**src/flash_host_pkg.sv**
```systemverilog
package flash_host_pkg;

  // Flash bus geometry, word mode
  localparam int ADDR_W = 19;
  localparam int DATA_W = 16;

  // Clock and flash bus timing
  localparam int CLK_NS = 20;
  localparam int T_ACC_NS = 55;
  localparam int T_WP_NS = 35;
  localparam logic [1:0] ACC_CNT = 2'((T_ACC_NS + CLK_NS - 1) / CLK_NS);
  localparam logic [1:0] WP_CNT = 2'((T_WP_NS + CLK_NS - 1) / CLK_NS);

  // Controller register offsets
  localparam logic [7:0] REG_CMD = 8'h00;
  localparam logic [7:0] REG_ADDR = 8'h04;
  localparam logic [7:0] REG_DATA = 8'h08;
  localparam logic [7:0] REG_STATUS = 8'h0c;
  localparam logic [7:0] REG_RESULT = 8'h10;

  // Command register fields
  localparam int CMD_NOWAIT_BIT = 4;

  // Controller status register fields
  localparam int ST_BUSY = 0;
  localparam int ST_DONE = 1;
  localparam int ST_FAIL = 2;
  localparam int ST_REJECT = 3;
  localparam int ST_TOG1 = 4;
  localparam int ST_TOG2 = 5;
  localparam int ST_ETIMER = 6;
  localparam int ST_READY = 7;
  localparam int ST_POLL = 8;

  // Device status byte fields
  localparam int POLLING_BIT = 7;
  localparam int TOGGLE_BIT_ONE = 6;
  localparam int TIMING_LIMIT_FLAG = 5;
  localparam int ERASE_TIMER_FLAG = 3;
  localparam int SECTOR_TOGGLE_BIT = 2;

  // Device command cycles
  localparam logic [ADDR_W-1:0] UNLOCK1_ADDR = 19'h00555;
  localparam logic [ADDR_W-1:0] UNLOCK2_ADDR = 19'h002aa;
  localparam logic [7:0] UNLOCK1_DATA = 8'haa;
  localparam logic [7:0] UNLOCK2_DATA = 8'h55;
  localparam logic [7:0] PROGRAM_CMD = 8'ha0;
  localparam logic [7:0] ERASE_SETUP_CMD = 8'h80;
  localparam logic [7:0] CHIP_ERASE_CMD = 8'h10;
  localparam logic [7:0] SECTOR_ERASE_CMD = 8'h30;
  localparam logic [7:0] SUSPEND_CMD = 8'hb0;
  localparam logic [7:0] RESUME_CMD = 8'h30;
  localparam logic [7:0] RESET_CMD = 8'hf0;

  // Operations software may order, in code order 0..9
  typedef enum logic [3:0] {
    OP_READ, OP_PROGRAM, OP_CHIP_ERASE, OP_SECTOR_ERASE, OP_ADD_SECTOR,
    OP_SUSPEND, OP_RESUME, OP_RESET, OP_POLL, OP_PROBE
  } op_e;

  typedef struct packed {
    logic write;
    logic [ADDR_W-1:0] addr;
    logic [DATA_W-1:0] data;
  } bus_req_s;

  typedef struct packed {
    bus_req_s req;
    logic last;
  } cmd_step_s;

  typedef struct packed {
    logic ce_n;
    logic oe_n;
    logic we_n;
    logic [ADDR_W-1:0] addr;
    logic [DATA_W-1:0] dq_o;
    logic dq_oe;
  } flash_pins_s;

endpackage : flash_host_pkg

```
**src/flash_bus_cycle.sv**
```systemverilog
`timescale 1ns/10ps
module flash_bus_cycle (
  input wire logic mclk,
  input wire logic rstn,
  input wire logic start,
  input flash_host_pkg::bus_req_s req,
  input wire logic [flash_host_pkg::DATA_W-1:0] dq_i,
  output logic done,
  output logic [flash_host_pkg::DATA_W-1:0] rd_data,
  output flash_host_pkg::flash_pins_s pins
);
  import flash_host_pkg::*;

  typedef enum logic [1:0] {B_IDLE, B_SETUP, B_STROBE, B_HOLD} bus_state_e;

  bus_state_e st_r, st_nxt;
  logic [1:0] cnt_r, cnt_nxt;
  logic wr_r, wr_nxt;
  logic done_r, done_nxt;
  logic [DATA_W-1:0] rd_r, rd_nxt;
  flash_pins_s pins_r, pins_nxt;

  // One strobed cycle; chip select drops between cycles so every read is a fresh one
  always_comb
  begin
    st_nxt = st_r;
    cnt_nxt = cnt_r;
    wr_nxt = wr_r;
    done_nxt = 1'b0;
    rd_nxt = rd_r;
    pins_nxt = pins_r;
    unique case (st_r)
      B_IDLE:
        if (start)
        begin
          pins_nxt.ce_n = 1'b0;
          pins_nxt.oe_n = req.write;
          pins_nxt.addr = req.addr;
          pins_nxt.dq_o = req.data;
          pins_nxt.dq_oe = req.write;
          wr_nxt = req.write;
          st_nxt = B_SETUP;
        end
      B_SETUP:
      begin
        pins_nxt.we_n = ~wr_r;
        cnt_nxt = wr_r ? WP_CNT : ACC_CNT;
        st_nxt = B_STROBE;
      end
      B_STROBE:
        if (cnt_r <= 2'h1)
        begin
          // Write data latch on this rising edge of the write strobe
          pins_nxt.we_n = 1'b1;
          pins_nxt.oe_n = 1'b1;
          if (!wr_r)
            rd_nxt = dq_i;
          st_nxt = B_HOLD;
        end
        else
          cnt_nxt = cnt_r - 2'h1;
      B_HOLD:
      begin
        // Data held one cycle past the strobe for hold time
        pins_nxt.ce_n = 1'b1;
        pins_nxt.dq_oe = 1'b0;
        done_nxt = 1'b1;
        st_nxt = B_IDLE;
      end
    endcase
  end

  // Registers; control pins idle high and data undriven after reset
  always_ff @(posedge mclk)
  begin
    if (!rstn)
    begin
      st_r <= B_IDLE;
      cnt_r <= 2'h0;
      wr_r <= 1'b0;
      done_r <= 1'b0;
      rd_r <= '0;
      pins_r <= '{ce_n: 1'b1, oe_n: 1'b1, we_n: 1'b1, addr: '0, dq_o: '0, dq_oe: 1'b0};
    end
    else
    begin
      st_r <= st_nxt;
      cnt_r <= cnt_nxt;
      wr_r <= wr_nxt;
      done_r <= done_nxt;
      rd_r <= rd_nxt;
      pins_r <= pins_nxt;
    end
  end

  assign done = done_r;
  assign rd_data = rd_r;
  assign pins = pins_r;

endmodule : flash_bus_cycle

```
**src/flash_status_host.sv**
```systemverilog
// Added by the designer: the register addresses and the address-and-strobe port.
`timescale 1ns/10ps
// Summary of operation
// - Read twice, compare toggle bit, unchanged means done
// - Toggling with limit flag: recheck, reset if still toggling
// - Resumed polling restarts from first double read
// - After limit failure, host writes reset command
// - Ignore timer flag only with short spacing
// - Check timer flag before and after addition
// - Both toggle bits give sector and mode
module flash_status_host (
  input wire logic mclk,
  input wire logic rstn,
  input wire logic [7:0] reg_addr,
  input wire logic [31:0] reg_wdata,
  input wire logic reg_wr,
  input wire logic reg_rd,
  output logic [31:0] reg_rdata,
  input wire logic ready_busy_output,
  input wire logic [flash_host_pkg::DATA_W-1:0] dq_i,
  output flash_host_pkg::flash_pins_s flash
);
  import flash_host_pkg::*;

  typedef enum logic [3:0] {
    S_IDLE, S_ISSUE, S_PRE, S_POST, S_POLL_A, S_POLL_B, S_EVAL, S_ARRAY
  } host_state_e;

  // Command cycle table: unlock pair, then the operation's own cycles, for program and both erases; other orders are one cycle
  function automatic cmd_step_s cmd_step(input op_e op, input logic [2:0] idx,
                                         input logic [ADDR_W-1:0] a,
                                         input logic [DATA_W-1:0] d);
    cmd_step_s s;
    s.req.write = 1'b1;
    s.req.addr = a;
    s.req.data = d;
    s.last = 1'b0;
    unique case (op)
      OP_SUSPEND:
      begin
        s.req.data = {8'h00, SUSPEND_CMD};
        s.last = 1'b1;
      end
      OP_RESUME:
      begin
        s.req.data = {8'h00, RESUME_CMD};
        s.last = 1'b1;
      end
      OP_RESET:
      begin
        s.req.data = {8'h00, RESET_CMD};
        s.last = 1'b1;
      end
      OP_ADD_SECTOR:
      begin
        // A further sector needs only its own erase cycle within the time-out
        s.req.data = {8'h00, SECTOR_ERASE_CMD};
        s.last = 1'b1;
      end
      default:
      begin
        if (idx == 3'h0 || idx == 3'h3)
        begin
          s.req.addr = UNLOCK1_ADDR;
          s.req.data = {8'h00, UNLOCK1_DATA};
        end
        else if (idx == 3'h1 || idx == 3'h4)
        begin
          s.req.addr = UNLOCK2_ADDR;
          s.req.data = {8'h00, UNLOCK2_DATA};
        end
        else if (idx == 3'h2)
        begin
          s.req.addr = UNLOCK1_ADDR;
          s.req.data = {8'h00, (op == OP_PROGRAM) ? PROGRAM_CMD : ERASE_SETUP_CMD};
        end
        if (op == OP_PROGRAM && idx == 3'h3)
        begin
          s.req.addr = a;
          s.req.data = d;
          s.last = 1'b1;
        end
        else if (idx == 3'h5)
        begin
          s.req.addr = (op == OP_CHIP_ERASE) ? UNLOCK1_ADDR : a;
          s.req.data = {8'h00, (op == OP_CHIP_ERASE) ? CHIP_ERASE_CMD : SECTOR_ERASE_CMD};
          s.last = 1'b1;
        end
      end
    endcase
    return s;
  endfunction : cmd_step

  host_state_e st_r, st_nxt;
  op_e op_r, op_nxt;
  logic [2:0] step_r, step_nxt;
  logic wait_r, wait_nxt;
  logic start_r, start_nxt;
  bus_req_s req_r, req_nxt;
  logic [ADDR_W-1:0] addr_r, addr_nxt;
  logic [DATA_W-1:0] data_r, data_nxt;
  logic [DATA_W-1:0] first_r, first_nxt;
  logic [DATA_W-1:0] result_r, result_nxt;
  logic nowait_r, nowait_nxt;
  logic recheck_r, recheck_nxt;
  logic done_r, done_nxt;
  logic fail_r, fail_nxt;
  logic reject_r, reject_nxt;
  logic tog1_r, tog1_nxt;
  logic tog2_r, tog2_nxt;
  logic etimer_r, etimer_nxt;
  logic ready_r;
  logic [31:0] rdata_r, rdata_nxt;
  logic bus_done;
  logic [DATA_W-1:0] bus_rd;
  logic busy;
  logic tog1_now;
  cmd_step_s step_now;

  assign busy = (st_r != S_IDLE);
  // Current command cycle, looked up once for both the launch and the end test
  assign step_now = cmd_step(op_r, step_r, addr_r, data_r);
  // Toggle bit one compared between the stored first read and the fresh second
  assign tog1_now = first_r[TOGGLE_BIT_ONE] ^ bus_rd[TOGGLE_BIT_ONE];

  // Sequencer: command cycles, toggle polling and erase-timer checks
  always_comb
  begin
    st_nxt = st_r;
    op_nxt = op_r;
    step_nxt = step_r;
    wait_nxt = wait_r;
    start_nxt = 1'b0;
    req_nxt = req_r;
    addr_nxt = addr_r;
    data_nxt = data_r;
    first_nxt = first_r;
    result_nxt = result_r;
    nowait_nxt = nowait_r;
    recheck_nxt = recheck_r;
    done_nxt = done_r;
    fail_nxt = fail_r;
    reject_nxt = reject_r;
    tog1_nxt = tog1_r;
    tog2_nxt = tog2_r;
    etimer_nxt = etimer_r;
    unique case (st_r)
      S_IDLE:
      begin
        // Address and data are frozen while an order runs
        if (reg_wr && reg_addr == REG_ADDR)
          addr_nxt = reg_wdata[ADDR_W-1:0];
        if (reg_wr && reg_addr == REG_DATA)
          data_nxt = reg_wdata[DATA_W-1:0];
        if (reg_wr && reg_addr == REG_CMD && reg_wdata[3:0] <= 4'h9)
        begin
          op_nxt = op_e'(reg_wdata[3:0]);
          nowait_nxt = reg_wdata[CMD_NOWAIT_BIT];
          step_nxt = 3'h0;
          recheck_nxt = 1'b0;
          done_nxt = 1'b0;
          fail_nxt = 1'b0;
          reject_nxt = 1'b0;
          unique case (op_e'(reg_wdata[3:0]))
            OP_READ: st_nxt = S_ARRAY;
            OP_ADD_SECTOR: st_nxt = S_PRE;
            OP_POLL, OP_PROBE: st_nxt = S_POLL_A;
            default: st_nxt = S_ISSUE;
          endcase
        end
      end
      S_ISSUE:
        if (!wait_r)
        begin
          req_nxt = step_now.req;
          start_nxt = 1'b1;
          wait_nxt = 1'b1;
        end
        else if (bus_done)
        begin
          wait_nxt = 1'b0;
          step_nxt = step_r + 3'h1;
          if (step_now.last)
          begin
            if (op_r == OP_RESET)
            begin
              done_nxt = 1'b1;
              st_nxt = S_IDLE;
            end
            else if (op_r == OP_ADD_SECTOR || (op_r == OP_SECTOR_ERASE && nowait_r))
              st_nxt = S_POST;
            else
              st_nxt = S_POLL_A;
          end
        end
      S_PRE, S_POST, S_POLL_A, S_POLL_B, S_ARRAY:
        if (!wait_r)
        begin
          req_nxt = '{write: 1'b0, addr: addr_r, data: '0};
          start_nxt = 1'b1;
          wait_nxt = 1'b1;
        end
        else if (bus_done)
        begin
          wait_nxt = 1'b0;
          result_nxt = bus_rd;
          if (st_r == S_PRE)
          begin
            etimer_nxt = bus_rd[ERASE_TIMER_FLAG];
            // Erase already running: a further sector would be ignored
            if (bus_rd[ERASE_TIMER_FLAG])
            begin
              reject_nxt = 1'b1;
              done_nxt = 1'b1;
              st_nxt = S_IDLE;
            end
            else
              st_nxt = S_ISSUE;
          end
          else if (st_r == S_POST)
          begin
            etimer_nxt = bus_rd[ERASE_TIMER_FLAG];
            reject_nxt = (op_r == OP_ADD_SECTOR) && bus_rd[ERASE_TIMER_FLAG];
            done_nxt = 1'b1;
            st_nxt = S_IDLE;
          end
          else if (st_r == S_POLL_A)
          begin
            first_nxt = bus_rd;
            st_nxt = S_POLL_B;
          end
          else if (st_r == S_POLL_B)
            st_nxt = S_EVAL;
          else
          begin
            done_nxt = 1'b1;
            st_nxt = S_IDLE;
          end
        end
      S_EVAL:
      begin
        tog1_nxt = tog1_now;
        tog2_nxt = first_r[SECTOR_TOGGLE_BIT] ^ result_r[SECTOR_TOGGLE_BIT];
        etimer_nxt = result_r[ERASE_TIMER_FLAG];
        if (op_r == OP_PROBE || !tog1_now)
        begin
          done_nxt = 1'b1;
          st_nxt = S_IDLE;
        end
        else if (recheck_r)
        begin
          // Still toggling after the limit was seen: the operation failed
          fail_nxt = 1'b1;
          op_nxt = OP_RESET;
          st_nxt = S_ISSUE;
        end
        else
        begin
          // Limit may rise just as toggling stops, so look once more
          recheck_nxt = result_r[TIMING_LIMIT_FLAG];
          st_nxt = S_POLL_A;
        end
      end
      default: st_nxt = S_IDLE;
    endcase
  end

  // Register read port; data valid only the cycle after the strobe
  always_comb
  begin
    rdata_nxt = 32'h0;
    if (reg_rd)
    begin
      unique case (reg_addr)
        REG_ADDR: rdata_nxt = {13'h0, addr_r};
        REG_DATA: rdata_nxt = {16'h0, data_r};
        REG_RESULT: rdata_nxt = {16'h0, result_r};
        REG_STATUS:
        begin
          rdata_nxt[ST_BUSY] = busy;
          rdata_nxt[ST_DONE] = done_r;
          rdata_nxt[ST_FAIL] = fail_r;
          rdata_nxt[ST_REJECT] = reject_r;
          rdata_nxt[ST_TOG1] = tog1_r;
          rdata_nxt[ST_TOG2] = tog2_r;
          rdata_nxt[ST_ETIMER] = etimer_r;
          rdata_nxt[ST_READY] = ready_r;
          rdata_nxt[ST_POLL] = result_r[POLLING_BIT];
        end
        default: rdata_nxt = 32'h0;
      endcase
    end
  end

  // State registers
  always_ff @(posedge mclk)
  begin
    if (!rstn)
    begin
      st_r <= S_IDLE;
      op_r <= OP_READ;
      step_r <= 3'h0;
      wait_r <= 1'b0;
      start_r <= 1'b0;
      req_r <= '0;
      addr_r <= '0;
      data_r <= '0;
      first_r <= '0;
      result_r <= '0;
      nowait_r <= 1'b0;
      recheck_r <= 1'b0;
      done_r <= 1'b0;
      fail_r <= 1'b0;
      reject_r <= 1'b0;
      tog1_r <= 1'b0;
      tog2_r <= 1'b0;
      etimer_r <= 1'b0;
      ready_r <= 1'b0;
      rdata_r <= 32'h0;
    end
    else
    begin
      st_r <= st_nxt;
      op_r <= op_nxt;
      step_r <= step_nxt;
      wait_r <= wait_nxt;
      start_r <= start_nxt;
      req_r <= req_nxt;
      addr_r <= addr_nxt;
      data_r <= data_nxt;
      first_r <= first_nxt;
      result_r <= result_nxt;
      nowait_r <= nowait_nxt;
      recheck_r <= recheck_nxt;
      done_r <= done_nxt;
      fail_r <= fail_nxt;
      reject_r <= reject_nxt;
      tog1_r <= tog1_nxt;
      tog2_r <= tog2_nxt;
      etimer_r <= etimer_nxt;
      ready_r <= ready_busy_output;
      rdata_r <= rdata_nxt;
    end
  end

  // Pin timing lives in the cycle engine
  flash_bus_cycle u_bus (
    .mclk(mclk),
    .rstn(rstn),
    .start(start_r),
    .req(req_r),
    .dq_i(dq_i),
    .done(bus_done),
    .rd_data(bus_rd),
    .pins(flash)
  );

  assign reg_rdata = rdata_r;

endmodule : flash_status_host

```
**config.mk**
```make
export PLATFORM = sky130hd
export DESIGN_NAME = flash_status_host
export DESIGN_NICKNAME = d
export VERILOG_FILES = /design/src/flash_host_pkg.sv /design/src/flash_bus_cycle.sv /design/src/flash_status_host.sv
export SDC_FILE = /design/constraint.sdc
export NUM_CORES = 1
export LEC_CHECK = 0
export BUFFER_PORTS_ARGS = -buffer_cell sky130_fd_sc_hd__buf_2
export CORE_AREA = 2 2 94 164
export CTS_CLUSTER_SIZE = 40
export DETAILED_ROUTE_END_ITERATION = 16
export DIE_AREA = 0 0 96 166
export GPL_TIMING_DRIVEN = 0
export MAX_ROUTING_LAYER = met4
export PLACE_DENSITY = 0.74
export SLEW_MARGIN = 20
export SYNTH_ARGS = -nofsm -noshare
export SYNTH_HDL_FRONTEND = slang
export SYNTH_SLANG_ARGS = --single-unit
```
**constraint.sdc**
```tcl
create_clock -name mclk -period 4.2 [get_ports mclk]
set_clock_uncertainty 0.05 [all_clocks]
set_input_delay 0.84 -clock mclk [delete_from_list [all_inputs] [get_ports mclk]]
set_output_delay 0.84 -clock mclk [all_outputs]
set_load 0.05 [all_outputs]
```
==> flow_metrics.tcl, run 1 <==
set metrics [dict create \
    vias 6982 \
    final_max_slew_viol_count 0 \
    power.density_cell_area_nw_per_um2 394.8 \
    rr_startpoint "step_r[2]$_SDFFE_PN0P_" \
    horizontal_extent_of_the_die_microns 96 \
    worst_slew_pin_slew_ps 959.1 \
    cts.path.max_buffers 2 \
    layout.cells.most_common "dfxtp_1" \
    final.setup.tns_ps 0 \
    endpoint "req_r[15]$_SDFFE_PN0P_" \
    design.portCount 132 \
    final_cells 1234 \
    die_area_sq_um 15940 \
    arrival_ps 3160 \
    p_leak_nw 3.844 \
    gr-total-overflow 0 \
    critical_path.max_fanout 10 \
    initial_utilization_pct 53.86 \
    first_pass_grt_wire_length_microns 35370 \
    clock_insertion_delay_worst_skew_ps 440 \
    timing.critical_path.slowest_stage_cell "a2111oi_4" \
    cts_inserted_buffers 17 \
    endpoint_kind "register" \
    timing.final.hold_violations 0 \
    via_cell_ratio 5.658 \
    largest_net_degree_at_the_start_of_global_routing 21 \
    hpwlAfterDp_microns 16970 \
    core_area_sq_um 14690 \
    cp_data_required_time_ps 4520 \
    synth.avg_cell_area_sq_um 8.743 \
    detail_route.first_pass.iterations 6 \
    route.detailed.wl_per_inst_microns 18.24 \
    sort_of_element_at_the_start_of_the_critical_path "register" \
    first_global_vias 6728 \
    post-cts-setup-buffers 0 \
    max_stage_delay_ps 700 \
    ys.warnings.count 0 \
    die_y_microns 166 \
    placedCellCount 1203 \
    synth_top_cell_by_area "dfxtp_1" \
    synth_top_cells_by_area "dfxtp_1 48%, nand2_1 7.4%, mux2i_1 7.2%" \
    setup_repair_after_global_routing_missed_its_margin "no" \
    core.rowCount 59 \
    number_of_antenna_violations_at_the_first_check_in_global_routing 0 \
    cp.buffers_inverters 2 \
    mostFrequentLayoutCells "190 x dfxtp_1, 155 x nand2_1, 112 x buf_2, 112 x nor2_1, 84 x a21oi_1" \
    first_iter_violations 568 \
    htreeDepth 4 \
    cp_num_cells 7 \
    cts_repair_resize_count 0 \
    placement.cell_area_sq_um 8702 \
    postLayoutCellArea_sq_um 9293 \
    critical_path.top_delay_family "compound AO/OA/AOI/OAI gates" \
    worst_hold_path_type "register to register" \
    design.final.nets 1110 \
    achievable-frequency_mhz 352.5 \
    worstSetupStartpoint "step_r[2]$_SDFFE_PN0P_" \
    max-vdd-ir-drop_mv 0.2794 \
    rr_worst_depth 7 \
    synth-edff-count 0 \
    grt_usage_pct 29.85 \
    timing.reg2reg.setup_slack_ps 1360 \
    layout_min_cycle_time_ps 2837 \
    clk_pin_slew_ps 70 \
    worstSetupPathType "register to register" \
    syn-cell-area_sq_um 7913 \
    hp-start "req_r[4]$_SDFFE_PN0P_" \
    proportion_of_netlist_area_held_by_the_largest_area_contributor_pct 48.07 \
    final_antenna_diode_count 0 \
    postSynth.asyncResetShare_pct 0 \
    synthCells 905 \
    buffer_ports.inserted 103 \
    synthToLayoutAreaGrowth_pct 17.44 \
    post_route_cells_drive_above_1_share_pct 16.84 \
    remaining_drc_errors 0 \
    clockRootBuffer "clkbuf_16" \
    antenna_nets_post_route 0 \
    dominantRegCellSynth "dfxtp_1" \
    timing.final.setup_violations 0 \
    place.gp.congestion 0.9909 \
    synthDistinctLibCells 68 \
    post_place_setup_slack_ps 1270 \
    fin_crit_sh_pct 67.55 \
    synth-seq-area-share_pct 48.07 \
    headroom_to_the_max_slew_limit_pct 35.05 \
    max_cap_check_violation_count 0 \
    reg2reg_to "req_r[15]$_SDFFE_PN0P_" \
    clock_tree_from_tritoncts "built" \
    cts.hold.buffers_added 0 \
    totalWireLength_microns 22510 \
    final_core_util_pct 63.26 \
    status "complete, no violations" \
    setup_ws_ps 1363 \
    ys_ff_latch 190 \
    cts.sink_count 190 \
    crit_path_cell_trace "clkbuf_1, inv_1, ha_1, or4_4, a2111oi_4, a22oi_1, nor2_1" \
]
## report_power, final
group          switching (mW)  internal [mW]
Combinational           0.149         0.0773
Sequential             0.0131           1.82
Clock                   0.809          0.801
## kinds of logic (layout without fill, tap and decap cells)
| logic type | Yosys count | count (layout) | share of synthesized area, % |
|---|---|---|---|
| multiplexers | 58 | 58 | 7.353 |
| flip-flops | 190 | 190 | 48.07 |
| adder cells (fa/ha/maj) | 10 | 10 | 1.581 |
| AND/OR/NAND/NOR | 335 | 335 | 18.86 |
| AO/OA/AOI/OAI | 224 | 224 | 18.56 |
| XOR/XNOR | 4 | 4 | 0.4428 |
| other | 1 | 13 | 0.04739 |
| buffers and inverters | 83 | 217 | 5.076 |
## metrics by stage
step | hold slack, ps | total power, mW
after floorplan | 367.4 | 2.023
after global placement | 387.6 | 2.094
after detailed placement | 389.0 | 2.099
after CTS | 400.1 | 3.676
after global routing | 411.3 | 3.784
final | 399.6 | 3.669
## sequential cells by signal (all words and copies together) (netlist names), 2 cells and up
name and count:
u_bus.pins 39, req_r 36, addr_r 19, reg_rdata 19, data_r 16, result_r 16
u_bus.rd_data 16, op_r 4, st_r 3, step_r 3, first_r 2, u_bus.cnt_r 2
u_bus.st_r 2
## tightest hold or removal path: stages (launching register included)
cell     delay [ps]
dfxtp_1         310
nand2_1          50
a21oi_1          50
## area by class of cell
cell class	count	area (sq um)
multi-input combinational	644	3752
fill	1315	5398
timing repair buffer	103	515.5
buffer	70	352.8
sequential	190	3804
clock buffer	17	425.4
inverter	13	48.80
tap	183	229.0
clock inverter	14	165.2
## worst min-delay path by stage
stage	depth (start not counted)	slack, ps	to
6_report	2	400	u_bus.pins[5]$_SDFFE_PN0P_
5_1_grt	2	410	req_r[26]$_SDFFE_PN0P_
4_1_cts	2	400	result_r[5]$_SDFFE_PN0P_
3_5_place_dp	2	390	req_r[22]$_SDFFE_PN0P_
3_3_place_gp	2	390	req_r[22]$_SDFFE_PN0P_
2_1_floorplan	2	370	reg_rdata[7]$_SDFF_PN0_
## cells in the mapped netlist (3+ instances only)
master    number
o221ai_1       3
a211oi_1       6
clkbuf_1      43
o21ai_1        5
and3_1         6
ha_1          10
buf_6          4
or2_2          4
a22o_1        26
a222oi_1       5
nand3_1       10
nand3b_1       3
and4_1         3
dfxtp_1      190
a22oi_1       23
o21ai_0       38
o221a_1        3
mux2i_1       57
buf_4         13
a31oi_1        5
nor2b_1        7
nand2_1      155
buf_2          9
xnor2_1        3
a21oi_1       84
nand2b_1       8
inv_1         13
and2_1         7
nor2_1       112
## per-layer routing
metal  routed length [microns]  share of wire, %  GRT usage [%]  up-vias
met4                      1414               6.3          17.70        0
met3                      1190               5.3          4.764       86
met1                      8814                39          34.48     3226
met2                     11090                49          47.61      273
li1                          -                 -              -     3397
met5                         0                 0              -        -
(Power assumes the default switching activity.)
==> inputs of run 2 (changes only) <==
==> constraint.sdc (replaced) <==
create_clock -name mclk -period 2.8 [get_ports mclk]
set_clock_uncertainty 0.05 [all_clocks]
set_input_delay 0.56 -clock mclk [delete_from_list [all_inputs] [get_ports mclk]]
set_output_delay 0.56 -clock mclk [all_outputs]
set_load 0.05 [all_outputs]
==> flow_metrics.tcl, run 2 (same netlist as run 1, synthesis figures left out) <==
set metrics [dict create \
    status "complete, no violations" \
    vias 7045 \
    largest_reg_flops 39 \
    totalWireLength_microns 22540 \
    antenna_nets_post_route 0 \
    cts.sink_count 190 \
    clk_pin_slew_ps 70 \
    layout.cells.most_common "dfxtp_1" \
    worstSetupPathType "register to register" \
    first_pass_grt_wire_length_microns 35370 \
    critical_path.max_fanout 10 \
    timing.final.hold_violations 0 \
    via_cell_ratio 5.704 \
    timing.final.setup_violations 0 \
    horizontal_extent_of_the_die_microns 96 \
    design.final.nets 1111 \
    gr-total-overflow 0 \
    headroom_to_the_max_slew_limit_pct 34.60 \
    post_route_cells_drive_above_1_share_pct 17.02 \
    detail_route.first_pass.iterations 6 \
    buffer_ports.inserted 103 \
    power.density_cell_area_nw_per_um2 591.5 \
    worst_hold_path_type "input pin to register" \
    cts.hold.buffers_added 0 \
    largest_net_degree_at_the_start_of_global_routing 21 \
    layout_min_cycle_time_ps 2643 \
    number_of_antenna_violations_at_the_first_check_in_global_routing 0 \
    clock_tree_from_tritoncts "built" \
    core_area_sq_um 14690 \
    final_cells 1235 \
    route.detailed.wl_per_inst_microns 18.25 \
    clockRootBuffer "clkbuf_16" \
    endpoint_kind "register" \
    htreeDepth 4 \
    achievable-frequency_mhz 378.4 \
    sort_of_element_at_the_start_of_the_critical_path "register" \
    design.portCount 132 \
    initial_utilization_pct 53.86 \
    synthToLayoutAreaGrowth_pct 17.55 \
    clock_insertion_delay_worst_skew_ps 450 \
    die_area_sq_um 15940 \
    mostFrequentLayoutCells "190 x dfxtp_1, 155 x nand2_1, 112 x buf_2, 112 x nor2_1, 84 x a21oi_1" \
    remaining_drc_errors 0 \
    die_y_microns 166 \
    p_leak_nw 3.853 \
    max_cap_check_violation_count 0 \
    worst_slew_pin_slew_ps 965.7 \
    setup_ws_ps 157.0 \
    grt_usage_pct 29.85 \
    final_antenna_diode_count 0 \
    fin_crit_sh_pct 94.39 \
    final_max_slew_viol_count 0 \
    post_place_setup_slack_ps 38.92 \
    first_iter_violations 523 \
    cts.path.max_buffers 2 \
    first_global_vias 6726 \
    hpwlAfterDp_microns 16970 \
    placedCellCount 1203 \
    max-vdd-ir-drop_mv 0.4202 \
    core.rowCount 59 \
    arrival_ps 2970 \
    place.gp.congestion 0.9909 \
    cts_inserted_buffers 17 \
    cp_data_required_time_ps 3130 \
    setup_repair_after_global_routing_missed_its_margin "no" \
]
[run 2: cell types whose count changed in the layout (fill, tap and decap cells not counted)]
cell / before / now
buf_4: 13 / 14
clkbuf_2: 0 / 1
clkbuf_1: 43 / 42
[run 2: timing repair]
action                                  in CTS  in global routing
gates cloned                                 0                  0
pin swaps                                    1                  1
gates resized for setup                      0                  2
endpoints found under the setup margin       1                 23
endpoints found under the hold margin        0                  0
setup buffers                                0                  1
[run 2: area by class of cell]
class,instances,area (sq um)
Tap cell,183,229.0
Timing Repair Buffer,104,523.0
Buffer,70,354.1
Fill cell,1312,5389
Clock inverter,14,165.2
Sequential cell,190,3804
Inverter,13,48.80
Clock buffer,17,425.4
Multi-Input combinational cell,644,3752
[run 2: power by group]
part	switching (mW)	internal, mW	leakage [nW]
combinational	0.224	0.116	2.03
clock	1.21	1.20	0.289
sequential	0.0196	2.73	1.53
total	1.46	4.05	3.85
[run 2: stage by stage]
| step | hold WS [ps] | util, % | setup TNS (ps) | total power [mW] | cell area (sq um) |
|---|---|---|---|---|---|
| final | 279.5 | 63.32 | 0 | 5.502 | 9301 |
| after global routing | 277.7 | 63.32 | 0 | 5.675 | 9301 |
| after CTS | 280.9 | 63.26 | 0 | 5.514 | 9293 |
| after detailed placement | 389.0 | 59.24 | 0 | 3.149 | 8702 |
| after global placement | 387.6 | 59.24 | -2.296 | 3.141 | 8702 |
| after floorplan | 367.4 | - | 0 | 3.034 | 7958 |
[run 2: layer usage]
| metal | vias up | global-route usage [%] | wire [microns] |
|---|---|---|---|
| met5 | - | - | 0 |
| met4 | 0 | 17.70 | 1507 |
| met3 | 97 | 4.764 | 1241 |
| met2 | 290 | 47.61 | 10980 |
| met1 | 3260 | 34.48 | 8809 |
| li1 | 3398 | - | - |
[run 2: critical path, stage by stage, from the launching register on]
cell and delay (ps):
dfxtp_1 440, clkbuf_2 260, inv_1 110, ha_1 220, or4_4 530, a311oi_2 720, a22o_1 250
[run 2: worst paths after layout]
kind,from,end,slack (ps),cells past startpoint
worst max-delay path,step_r[2]$_SDFFE_PN0P_,req_r[34]$_SDFFE_PN0P_,160,6
worst min-delay path,ready_busy_output,ready_r$_SDFF_PN0_,280,2
worst max register to register,step_r[2]$_SDFFE_PN0P_,req_r[34]$_SDFFE_PN0P_,160,6
worst min register to register,req_r[4]$_SDFFE_PN0P_,u_bus.pins[5]$_SDFFE_PN0P_,400,2
